==> config.mk <==
export PLATFORM = sky130hd
export DESIGN_NAME = fsr_device_flat
export DESIGN_NICKNAME = d
export VERILOG_FILES = /design/src/fsr_pkg.sv /design/src/fsr_link_if.sv /design/src/fsr_device.sv /design/src/flat_wrapper.sv
export SDC_FILE = /design/constraint.sdc
export NUM_CORES = 1
export LEC_CHECK = 0
export CORE_MARGIN = 3
export CORE_UTILIZATION = 55
export CTS_CLUSTER_DIAMETER = 120
export CTS_CLUSTER_SIZE = 20
export DETAILED_ROUTE_END_ITERATION = 10
export DONT_BUFFER_PORTS = 1
export GPL_TIMING_DRIVEN = 1
export PLACE_DENSITY = 0.7
export SYNTH_ARGS = -nofsm -noshare
export SYNTH_HDL_FRONTEND = slang
export SYNTH_SLANG_ARGS = --single-unit
==> constraint.sdc <==
create_clock -name CLK_I -period 4.5 [get_ports CLK_I]
set_input_delay 0.45 -clock CLK_I [delete_from_list [all_inputs] [get_ports CLK_I]]
set_output_delay 0.45 -clock CLK_I [all_outputs]
set_load 0.05 [all_outputs]
==> src/fsr_pkg.sv <==
// Shared constants, command codes and types for the flash status and configuration link.
package fsr_pkg;
    // Command codes.
    localparam logic [7:0] OP_WREN = 8'h06;
    localparam logic [7:0] OP_WRDI = 8'h04;
    localparam logic [7:0] OP_RDSR = 8'h05;
    localparam logic [7:0] OP_WRSR = 8'h01;
    localparam logic [7:0] OP_RDNV = 8'hb5;
    localparam logic [7:0] OP_WRNV = 8'hb1;
    localparam logic [7:0] OP_PROG = 8'h02;
    localparam logic [7:0] OP_SECT = 8'hd8;
    localparam logic [7:0] OP_BULK = 8'hc7;
    // Status bit positions.
    localparam int SR_WRDIS = 7;
    localparam int SR_BP3 = 6;
    localparam int SR_TB = 5;
    localparam int SR_BP_LO = 2;
    localparam int SR_WEL = 1;
    localparam int SR_WIP = 0;
    localparam logic [7:0] SR_NV_MASK = 8'hfc;
    localparam logic [7:0] SR_RESET = 8'h00;
    // Power-on configuration field positions and values.
    localparam int NV_DUMMY_LSB = 12;
    localparam int NV_XIP_LSB = 9;
    localparam int NV_DRV_LSB = 6;
    localparam int NV_HOLD = 4;
    localparam int NV_QUAD_N = 3;
    localparam int NV_DUAL_N = 2;
    localparam logic [15:0] NV_FACTORY = 16'hffff;
    localparam logic [3:0] DUMMY_DFLT_A = 4'h0;
    localparam logic [3:0] DUMMY_DFLT_B = 4'hf;
    localparam logic [2:0] XIP_OFF = 3'h7;
    // Array geometry: 64 KB sectors, 23-bit byte address.
    localparam int SECT_MSB = 22;
    localparam int SECT_LSB = 16;
    localparam logic [7:0] SECTORS = 8'h80;
    // Timing.
    localparam int CLK_MHZ = 100;
    localparam int LINK_HALF_NS = 80;
    localparam int LINK_HALF_CYC = (LINK_HALF_NS * CLK_MHZ + 999) / 1000;
    localparam logic [15:0] BUSY_CYC_DFLT = 16'h03e8;
    typedef enum logic [1:0] {
        PROTO_EXT = 2'b00,
        PROTO_DUAL = 2'b01,
        PROTO_QUAD = 2'b10
    } fsr_proto_e;
endpackage : fsr_pkg
==> src/fsr_link_if.sv <==
// Serial link wires between the flash controller and the flash register device.
interface fsr_link_if;
    logic sck;
    logic cs_n;
    logic mosi;
    logic miso;
    logic wp_n;
    modport host (output sck, output cs_n, output mosi, output wp_n, input miso);
    modport device (input sck, input cs_n, input mosi, input wp_n, output miso);
endinterface : fsr_link_if

==> src/fsr_device.sv <==
// Flash end: status register, power-on configuration register and command decoder.
// How it works
// - Status bit 7 enables hardware write blocking.
// - Bit 7 with protect pin low blocks status register writes.
// - Raising protect pin or reset leaves protection.
// - Status bit 5 picks top or bottom region.
// - Block-protect bits refuse program/erase in region.
// - Bulk erase only when no block protected.
// - Write latch clear at power-up; needed first.
// - Bit 0 shows busy during write cycles.
// - Latch and busy cleared at reset.
// - Status read and written by commands.
// - Config bits 15:12 give dummy cycle count.
// - Dummy codes 0000 and 1111 mean default.
// - Config bits 11:9 select execute-in-place mode.
// - Config bits 8:6 hold drive-strength code.
// - Config bit 4 enables hold/reset function.
// - Bits 3, 2 enable quad, dual (low).
// - Power-on restores config to ones, so written values never applied; dedicated commands.
// - Config register starts as all ones.
// - Host sets dummy count for its clock.
// - Both protocol bits low means quad.
// - Working config loaded from register at reset.
module fsr_device #(
    parameter logic [15:0] BUSY_CYCLES = fsr_pkg::BUSY_CYC_DFLT
) (
    // Clock and reset
    input wire logic CLK_I,
    input wire logic RESETN_I,
    // Link
    fsr_link_if.device LINK,
    // Register contents
    output logic [7:0] STATUS_O,
    output logic [15:0] NV_CONFIG_O,
    // Working configuration
    output logic [3:0] DUMMY_CYCLES_O,
    output logic DUMMY_DEFAULT_O,
    output logic [2:0] EXEC_IN_PLACE_MODE_O,
    output logic EXEC_IN_PLACE_EN_O,
    output logic [2:0] DRIVE_CODE_O,
    output logic HOLD_RESET_EN_O,
    output fsr_pkg::fsr_proto_e PROTOCOL_O,
    // Array operation events
    output logic OP_ACCEPT_O,
    output logic OP_REFUSED_O
);
    import fsr_pkg::*;

    typedef enum logic [2:0] {
        ST_OPC = 3'b000,
        ST_COLLECT = 3'b001,
        ST_READ_SR = 3'b010,
        ST_READ_NV = 3'b011,
        ST_DROP = 3'b100
    } fsr_dst_e;

    typedef struct packed {
        logic [1:0] sck_s;
        logic [1:0] cs_s;
        logic [1:0] mosi_s;
        logic [1:0] wp_s;
        logic sck_prev;
        logic cs_prev;
        fsr_dst_e st;
        logic [2:0] bit_cnt;
        logic [7:0] rx;
        logic [2:0] byte_cnt;
        logic [7:0] op;
        logic [31:0] data;
        logic [23:0] addr;
        logic [15:0] tx;
        logic miso;
        logic [7:0] sr;
        logic [15:0] nv;
        logic [15:0] cfg;
        logic load;
        logic dummy_def;
        logic xip_en;
        fsr_proto_e proto;
        logic [15:0] busy_cnt;
        logic accept;
        logic refuse;
    } fsr_dev_s;

    localparam fsr_dev_s DEV_RST = '{
        cs_s: 2'b11,
        wp_s: 2'b11,
        cs_prev: 1'b1,
        st: ST_OPC,
        sr: SR_RESET,
        nv: NV_FACTORY,
        cfg: NV_FACTORY,
        load: 1'b1,
        dummy_def: 1'b1,
        proto: PROTO_EXT,
        default: '0
    };

    fsr_dev_s q;
    fsr_dev_s n;

    // Region size doubles per block-protect step, capped at the whole array.
    function automatic logic prot_hit(input logic [7:0] sr, input logic [23:0] addr);
        logic [3:0] bp;
        logic [7:0] cnt;
        logic [7:0] sect;
        bp = {sr[SR_BP3], sr[SR_BP_LO +: 3]};
        sect = {1'b0, addr[SECT_MSB:SECT_LSB]};
        cnt = (bp > 4'h8) ? SECTORS : 8'(9'h001 << (bp - 4'h1));
        if (bp == 4'h0) begin
            prot_hit = 1'b0;
        end else if (sr[SR_TB]) begin
            prot_hit = sect < cnt;
        end else begin
            prot_hit = sect >= (SECTORS - cnt);
        end
    endfunction : prot_hit

    always_comb begin
        logic rise;
        logic fall;
        logic cs_end;
        logic hw_prot;
        logic [7:0] rx_byte;
        rise = 1'b0;
        fall = 1'b0;
        cs_end = 1'b0;
        hw_prot = 1'b0;
        rx_byte = 8'h00;
        n = q;
        n.sck_s = {q.sck_s[0], LINK.sck};
        n.cs_s = {q.cs_s[0], LINK.cs_n};
        n.mosi_s = {q.mosi_s[0], LINK.mosi};
        n.wp_s = {q.wp_s[0], LINK.wp_n};
        n.sck_prev = q.sck_s[1];
        n.cs_prev = q.cs_s[1];
        n.accept = 1'b0;
        n.refuse = 1'b0;
        rise = q.sck_s[1] & ~q.sck_prev;
        fall = ~q.sck_s[1] & q.sck_prev;
        cs_end = q.cs_s[1] & ~q.cs_prev;
        hw_prot = q.sr[SR_WRDIS] & ~q.wp_s[1];
        // The working copy only changes here, and reset first returns the register to ones, so a config write never reaches it.
        if (q.load) begin
            n.load = 1'b0;
            n.cfg = q.nv;
            n.dummy_def = (q.nv[NV_DUMMY_LSB +: 4] == DUMMY_DFLT_A)
                || (q.nv[NV_DUMMY_LSB +: 4] == DUMMY_DFLT_B);
            n.xip_en = q.nv[NV_XIP_LSB +: 3] != XIP_OFF;
            if (!q.nv[NV_QUAD_N]) begin
                n.proto = PROTO_QUAD;
            end else if (!q.nv[NV_DUAL_N]) begin
                n.proto = PROTO_DUAL;
            end else begin
                n.proto = PROTO_EXT;
            end
        end
        if (q.sr[SR_WIP]) begin
            n.busy_cnt = q.busy_cnt - 16'h0001;
            if (q.busy_cnt == 16'h0001) begin
                n.sr[SR_WIP] = 1'b0;
                n.sr[SR_WEL] = 1'b0;
            end
        end
        if (q.cs_s[1]) begin
            n.st = ST_OPC;
            n.bit_cnt = 3'h0;
            n.byte_cnt = 3'h0;
            // Commands act only once the frame closes on a byte boundary.
            if (cs_end && q.st == ST_COLLECT && q.bit_cnt == 3'h0 && !q.sr[SR_WIP]) begin
                if (q.op == OP_WREN && q.byte_cnt == 3'h0) begin
                    n.sr[SR_WEL] = 1'b1;
                end else if (q.op == OP_WRDI && q.byte_cnt == 3'h0) begin
                    n.sr[SR_WEL] = 1'b0;
                end else if (q.op == OP_WRSR && q.byte_cnt == 3'h1 && q.sr[SR_WEL]) begin
                    if (!hw_prot) begin
                        n.sr = (q.sr & ~SR_NV_MASK) | (q.data[7:0] & SR_NV_MASK);
                        n.sr[SR_WIP] = 1'b1;
                        n.busy_cnt = BUSY_CYCLES;
                    end
                end else if (q.op == OP_WRNV && q.byte_cnt == 3'h2 && q.sr[SR_WEL]) begin
                    n.nv = {q.data[7:0], q.data[15:8]};
                    n.sr[SR_WIP] = 1'b1;
                    n.busy_cnt = BUSY_CYCLES;
                end else if (q.sr[SR_WEL] && ((q.op == OP_PROG && q.byte_cnt >= 3'h4)
                        || (q.op == OP_SECT && q.byte_cnt == 3'h3)
                        || (q.op == OP_BULK && q.byte_cnt == 3'h0))) begin
                    if (q.op == OP_BULK ? (q.sr[SR_BP3] | (|q.sr[SR_BP_LO +: 3]))
                            : prot_hit(q.sr, q.addr)) begin
                        n.refuse = 1'b1;
                    end else begin
                        n.accept = 1'b1;
                        n.sr[SR_WIP] = 1'b1;
                        n.busy_cnt = BUSY_CYCLES;
                    end
                end
            end
        end else begin
            if (fall) begin
                n.miso = q.tx[15];
                n.tx = {q.tx[14:0], 1'b0};
            end
            if (rise) begin
                rx_byte = {q.rx[6:0], q.mosi_s[1]};
                n.rx = rx_byte;
                n.bit_cnt = q.bit_cnt + 3'h1;
                if (q.bit_cnt == 3'h7) begin
                    case (q.st)
                        ST_OPC: begin
                            n.op = rx_byte;
                            if (rx_byte == OP_RDSR) begin
                                n.st = ST_READ_SR;
                                n.tx = {q.sr, 8'h00};
                            end else if (q.sr[SR_WIP]) begin
                                n.st = ST_DROP;
                            end else if (rx_byte == OP_RDNV) begin
                                n.st = ST_READ_NV;
                                n.tx = {q.nv[7:0], q.nv[15:8]};
                            end else if (rx_byte == OP_WREN || rx_byte == OP_WRDI
                                    || rx_byte == OP_WRSR || rx_byte == OP_WRNV
                                    || rx_byte == OP_PROG || rx_byte == OP_SECT
                                    || rx_byte == OP_BULK) begin
                                n.st = ST_COLLECT;
                            end else begin
                                n.st = ST_DROP;
                            end
                        end
                        ST_COLLECT: begin
                            n.data = {q.data[23:0], rx_byte};
                            if (q.byte_cnt == 3'h2) begin
                                n.addr = {q.data[15:0], rx_byte};
                            end
                            if (q.byte_cnt != 3'h7) begin
                                n.byte_cnt = q.byte_cnt + 3'h1;
                            end
                        end
                        ST_READ_SR: begin
                            n.tx = {q.sr, 8'h00};
                        end
                        default: begin
                            n.st = q.st;
                        end
                    endcase
                end
            end
        end
    end

    // Power-on is modelled by this reset, so volatile bits clear and config returns to ones.
    always_ff @(posedge CLK_I or negedge RESETN_I) begin
        if (!RESETN_I) begin
            q <= DEV_RST;
        end else begin
            q <= n;
        end
    end

    assign LINK.miso = q.miso;
    assign STATUS_O = q.sr;
    assign NV_CONFIG_O = q.nv;
    assign DUMMY_CYCLES_O = q.cfg[NV_DUMMY_LSB +: 4];
    assign DUMMY_DEFAULT_O = q.dummy_def;
    assign EXEC_IN_PLACE_MODE_O = q.cfg[NV_XIP_LSB +: 3];
    assign EXEC_IN_PLACE_EN_O = q.xip_en;
    assign DRIVE_CODE_O = q.cfg[NV_DRV_LSB +: 3];
    assign HOLD_RESET_EN_O = q.cfg[NV_HOLD];
    assign PROTOCOL_O = q.proto;
    assign OP_ACCEPT_O = q.accept;
    assign OP_REFUSED_O = q.refuse;
endmodule : fsr_device

==> src/flat_wrapper.sv <==
// flat-port wrapper written by rule: the top's interface ports become plain ports
module fsr_device_flat import fsr_pkg::*;
#(
    parameter logic [15:0] BUSY_CYCLES = fsr_pkg::BUSY_CYC_DFLT
)
  (CLK_I, RESETN_I, STATUS_O, NV_CONFIG_O, DUMMY_CYCLES_O, DUMMY_DEFAULT_O, EXEC_IN_PLACE_MODE_O, EXEC_IN_PLACE_EN_O, DRIVE_CODE_O, HOLD_RESET_EN_O, PROTOCOL_O, OP_ACCEPT_O, OP_REFUSED_O, LINK_sck, LINK_cs_n, LINK_mosi, LINK_wp_n, LINK_miso);
  fsr_link_if LINK_i ();
  input wire logic CLK_I;
  input wire logic RESETN_I;
  output logic [7:0] STATUS_O;
  output logic [15:0] NV_CONFIG_O;
  output logic [3:0] DUMMY_CYCLES_O;
  output logic DUMMY_DEFAULT_O;
  output logic [2:0] EXEC_IN_PLACE_MODE_O;
  output logic EXEC_IN_PLACE_EN_O;
  output logic [2:0] DRIVE_CODE_O;
  output logic HOLD_RESET_EN_O;
  output fsr_pkg::fsr_proto_e PROTOCOL_O;
  output logic OP_ACCEPT_O;
  output logic OP_REFUSED_O;
  input wire logic [$bits(LINK_i.sck)-1:0] LINK_sck;
  input wire logic [$bits(LINK_i.cs_n)-1:0] LINK_cs_n;
  input wire logic [$bits(LINK_i.mosi)-1:0] LINK_mosi;
  input wire logic [$bits(LINK_i.wp_n)-1:0] LINK_wp_n;
  output wire logic [$bits(LINK_i.miso)-1:0] LINK_miso;
  assign LINK_i.sck = LINK_sck;
  assign LINK_i.cs_n = LINK_cs_n;
  assign LINK_i.mosi = LINK_mosi;
  assign LINK_i.wp_n = LINK_wp_n;
  assign LINK_miso = LINK_i.miso;
  fsr_device #(.BUSY_CYCLES(BUSY_CYCLES)) u_core (.CLK_I(CLK_I), .RESETN_I(RESETN_I), .LINK(LINK_i), .STATUS_O(STATUS_O), .NV_CONFIG_O(NV_CONFIG_O), .DUMMY_CYCLES_O(DUMMY_CYCLES_O), .DUMMY_DEFAULT_O(DUMMY_DEFAULT_O), .EXEC_IN_PLACE_MODE_O(EXEC_IN_PLACE_MODE_O), .EXEC_IN_PLACE_EN_O(EXEC_IN_PLACE_EN_O), .DRIVE_CODE_O(DRIVE_CODE_O), .HOLD_RESET_EN_O(HOLD_RESET_EN_O), .PROTOCOL_O(PROTOCOL_O), .OP_ACCEPT_O(OP_ACCEPT_O), .OP_REFUSED_O(OP_REFUSED_O));
endmodule
==> flow_metrics.py <==
metrics = {
    "synthesis": {
        "yosysUniqueCellTypes": 72,
        "ys_warn_count": 0,
        "synth_ff_type": "dfrtp_1",
        "yosys.area.top_type": "dfrtp_1",
        "synth_common_cells": "98 x dfrtp_1, 49 x mux2_2, 44 x nand2_1, 40 x buf_4, 34 x dfstp_2",
        "synth.avg_cell_area_um2": 10.99,
        "syn_area_um2": 7088,
        "async_flop_share_pct": 100.0,
        "synth_most_common_cell": "dfrtp_1",
        "ys_seq_area_share_pct": 47.20,
        "synthCells": 645,
        "synth_top_area_share_pct": 34.60,
        "synthTopCellsByArea": "dfrtp_1 35%, dfstp_2 13%, mux2_2 7.8%, ha_1 4.4%, buf_4 4.2%",
        "synth_fp_nets": 676,
        "synth_edf_count": 0,
        "ys_ff_latch": 132,
    },
    "timing": {
        "finalSetupViolCount": 0,
        "holdWs_ns": -0.01474,
        "fmax_ghz": 0.2441,
        "tns_ns": 0,
        "rsz0062_at_grt": "false",
        "period_share_pct": 91.05,
        "relSlewSlack_pct": 35.64,
        "worst_pin_slew_ns": 0.9644,
        "fin_crit_ns": 4.097,
        "slew_viol_final": 0,
        "finalHoldViolCount": 4,
        "clock_skew_ns": 0.007200,
    },
    "clock_tree": {
        "cts_buffer_depth": 2,
        "cts_buffers": 17,
        "htreeDepth": 4,
        "root_buffer": "clkbuf_16",
        "cts_tree": "built",
        "clock_sinks": 132,
        "clkTransAtPathRegs_ns": 0.06,
        "clk_latency_ns": 0.43,
    },
    "worst_setup_path": {
        "required_ns": 4.81,
        "worstPathArrival_ns": 4.41,
        "setup.worst_path.start_class": "register",
        "reg2reg_from": "u_core.STATUS_O[3]",
        "critPathMaxFanout": 19,
        "rr_worst_depth": 16,
        "critPathKind": "reg2reg",
        "end_kind": "register",
        "startpoint": "u_core.STATUS_O[3]",
    },
    "layout": {
        "area_growth_pct": 6.673,
        "diodes": 0,
        "nets": 635,
        "drive_gt1_share_pct": 21.56,
    },
    "global_routing": {
        "antenna_found_initial": 0,
        "grt_max_degree": 133,
        "grt_usage_pct": 22.35,
        "grt_overflow": 0,
        "grt_pass1_wl_um": 25030,
        "grt_pass1_vias": 4703,
    },
    "outcome": {
        "violations": "hold timing",
        "outcome": "finished, violations left",
    },
    "detailed_routing": {
        "wl_met3_um": 917,
        "detail-route-antenna-nets": 0,
        "route.met2.wl_um": 6984,
        "wire_per_inst_um": 19.34,
        "vias": 4837,
        "highest_layer": "met4",
        "first_pass_iters": 5,
        "wl_met1_um": 7065,
        "drc": 0,
        "drt_iter0_drc": 489,
        "viasPerCell": 6.162,
        "wirelength_um": 15180,
    },
    "place": {
        "dp_hpwl_um": 10370,
        "gp_congestion": 0.9231,
        "portBuffers": 0,
    },
    "pwr": {
        "cellPowerDensity_nw_per_um2": 389.9,
        "peakVddDrop_mv": 0.2362,
        "p_leak_nw": 3.532,
        "total_power_mw": 2.948,
    },
    "floorplanning": {
        "die_y_um": 119.5,
        "ios": 48,
        "core_area_um2": 12310,
        "die_area_um2": 14290,
        "rows": 40,
        "die_x_um": 119.5,
        "start_util_pct": 57.57,
    },
    "min_path": {
        "hp-class": "in2async",
    },
    "job": {
        "max-cap-violations": 0,
    },
}
[cell families (layout without fill, tap and decap cells)]
group / count (synthesis) / count (layout) / synth area share, %
AND/OR/NAND/NOR: 202 / 202 / 16.58
buffers and inverters: 97 / 69 / 7.732
adder cells (fa/ha/maj): 25 / 25 / 4.413
multiplexers: 75 / 75 / 11.86
AO/OA/AOI/OAI: 93 / 93 / 9.691
flip-flops: 132 / 132 / 47.20
other: 1 / 1 / 0.05291
XOR/XNOR: 20 / 20 / 2.471
[state kept, by name (all words and copies together), names as in the netlist, 2 cells and up]
register and cells:
u_core.q 84, u_core.NV_CONFIG_O 16, u_core.STATUS_O 8, u_core.n 6, u_core.DUMMY_CYCLES_O 4, u_core.DRIVE_CODE_O 3
u_core.EXEC_IN_PLACE_MODE_O 3, u_core.PROTOCOL_O 2
[metal layers]
| layer | vias to the layer above | global-route usage [%] |
|---|---|---|
| met1 | 2448 | 31.70 |
| met3 | 19 | 5.844 |
| met4 | 0 | 6.872 |
| li1 | 2220 | - |
| met2 | 150 | 33.86 |
| met5 | - | 0 |
[worst max-delay path, cell delays in order (launching register included)]
cell	delay (ns)
dfrtp_1	0.70
nor2_1	0.19
ha_1	0.34
and2_1	0.20
nand2_1	0.11
ha_1	0.33
nand3_1	0.11
o21ai_0	0.08
a221o_1	0.29
a21oi_1	0.13
ha_1	0.26
a21o_1	0.16
a21oi_1	0.12
o21ai_0	0.11
nand4_1	0.17
nand3_2	0.33
and4_1	0.34
[final timing paths]
path | endpoint | slack [ns]
min reg2reg | u_core.n[162] | 0.34
min | u_core.EXEC_IN_PLACE_EN_O | -0.01
max | u_core.q[12] | 0.40
max reg2reg | u_core.q[12] | 0.40
max in group asynchronous | u_core.q[108] | 4.02
min in group CLK_I | u_core.n[168] | 0.02
[report_power, final]
part	leakage (nW)	switching, mW	internal (mW)
Combinational	1.55	0.0816	0.0726
Sequential	1.68	0.108	1.23
Clock	0.304	0.501	0.952
[through the flow]
stage / setup slack [ns] / cell area [um^2] / cells / hold slack (ns) / utilization [%]
2_1_floorplan: 0.5669 / 7088 / 645 / 0.1544 / -
3_3_place_gp: 0.4165 / 6908 / 752 / 0.1583 / 56.11
3_5_place_dp: 0.1870 / 6908 / 752 / 0.1582 / 56.11
4_1_cts: 0.1690 / 7556 / 785 / 0.01040 / 61.37
5_1_grt: 0.1121 / 7561 / 785 / 0.003809 / 61.41
6_report: 0.4027 / 7561 / 785 / -0.01474 / 61.41
[what timing repair did]
item                                   in CTS  in global routing
endpoints found under the hold margin     132                  0
resized for setup                           0                  1
hold buffers                                1                  0
buffers inserted                            0                  0
setup endpoints to repair                   0                 10
[final cells by class]
| class | count | area, um^2 |
|---|---|---|
| Clock inverter | 10 | 156.4 |
| Sequential cell | 132 | 3346 |
| Tap cell | 168 | 210.2 |
| Clock buffer | 22 | 464.2 |
| Timing Repair Buffer | 7 | 72.57 |
| Fill cell | 988 | 4751 |
| Inverter | 30 | 112.6 |
| Multi-Input combinational cell | 416 | 3199 |
[layout by cell type (no fill, tap or decap), types with 5 or more instances in the layout]
cell / count
a21oi_1: 17
nand3_1: 15
a222oi_1: 9
nor2_1: 33
inv_1: 30
ha_1: 25
mux2_2: 49
nand2b_1: 10
nor3_1: 10
o21a_1: 5
nand4_1: 17
and4_1: 11
mux2_1: 23
nor2b_1: 6
nand2_1: 44
xnor2_1: 10
dfstp_2: 34
nand3b_1: 6
o21ai_0: 12
clkbuf_16: 17
or3_1: 5
dfrtp_1: 98
buf_4: 6
xor2_1: 10
nor4_1: 7
(Power assumes the default switching activity.)
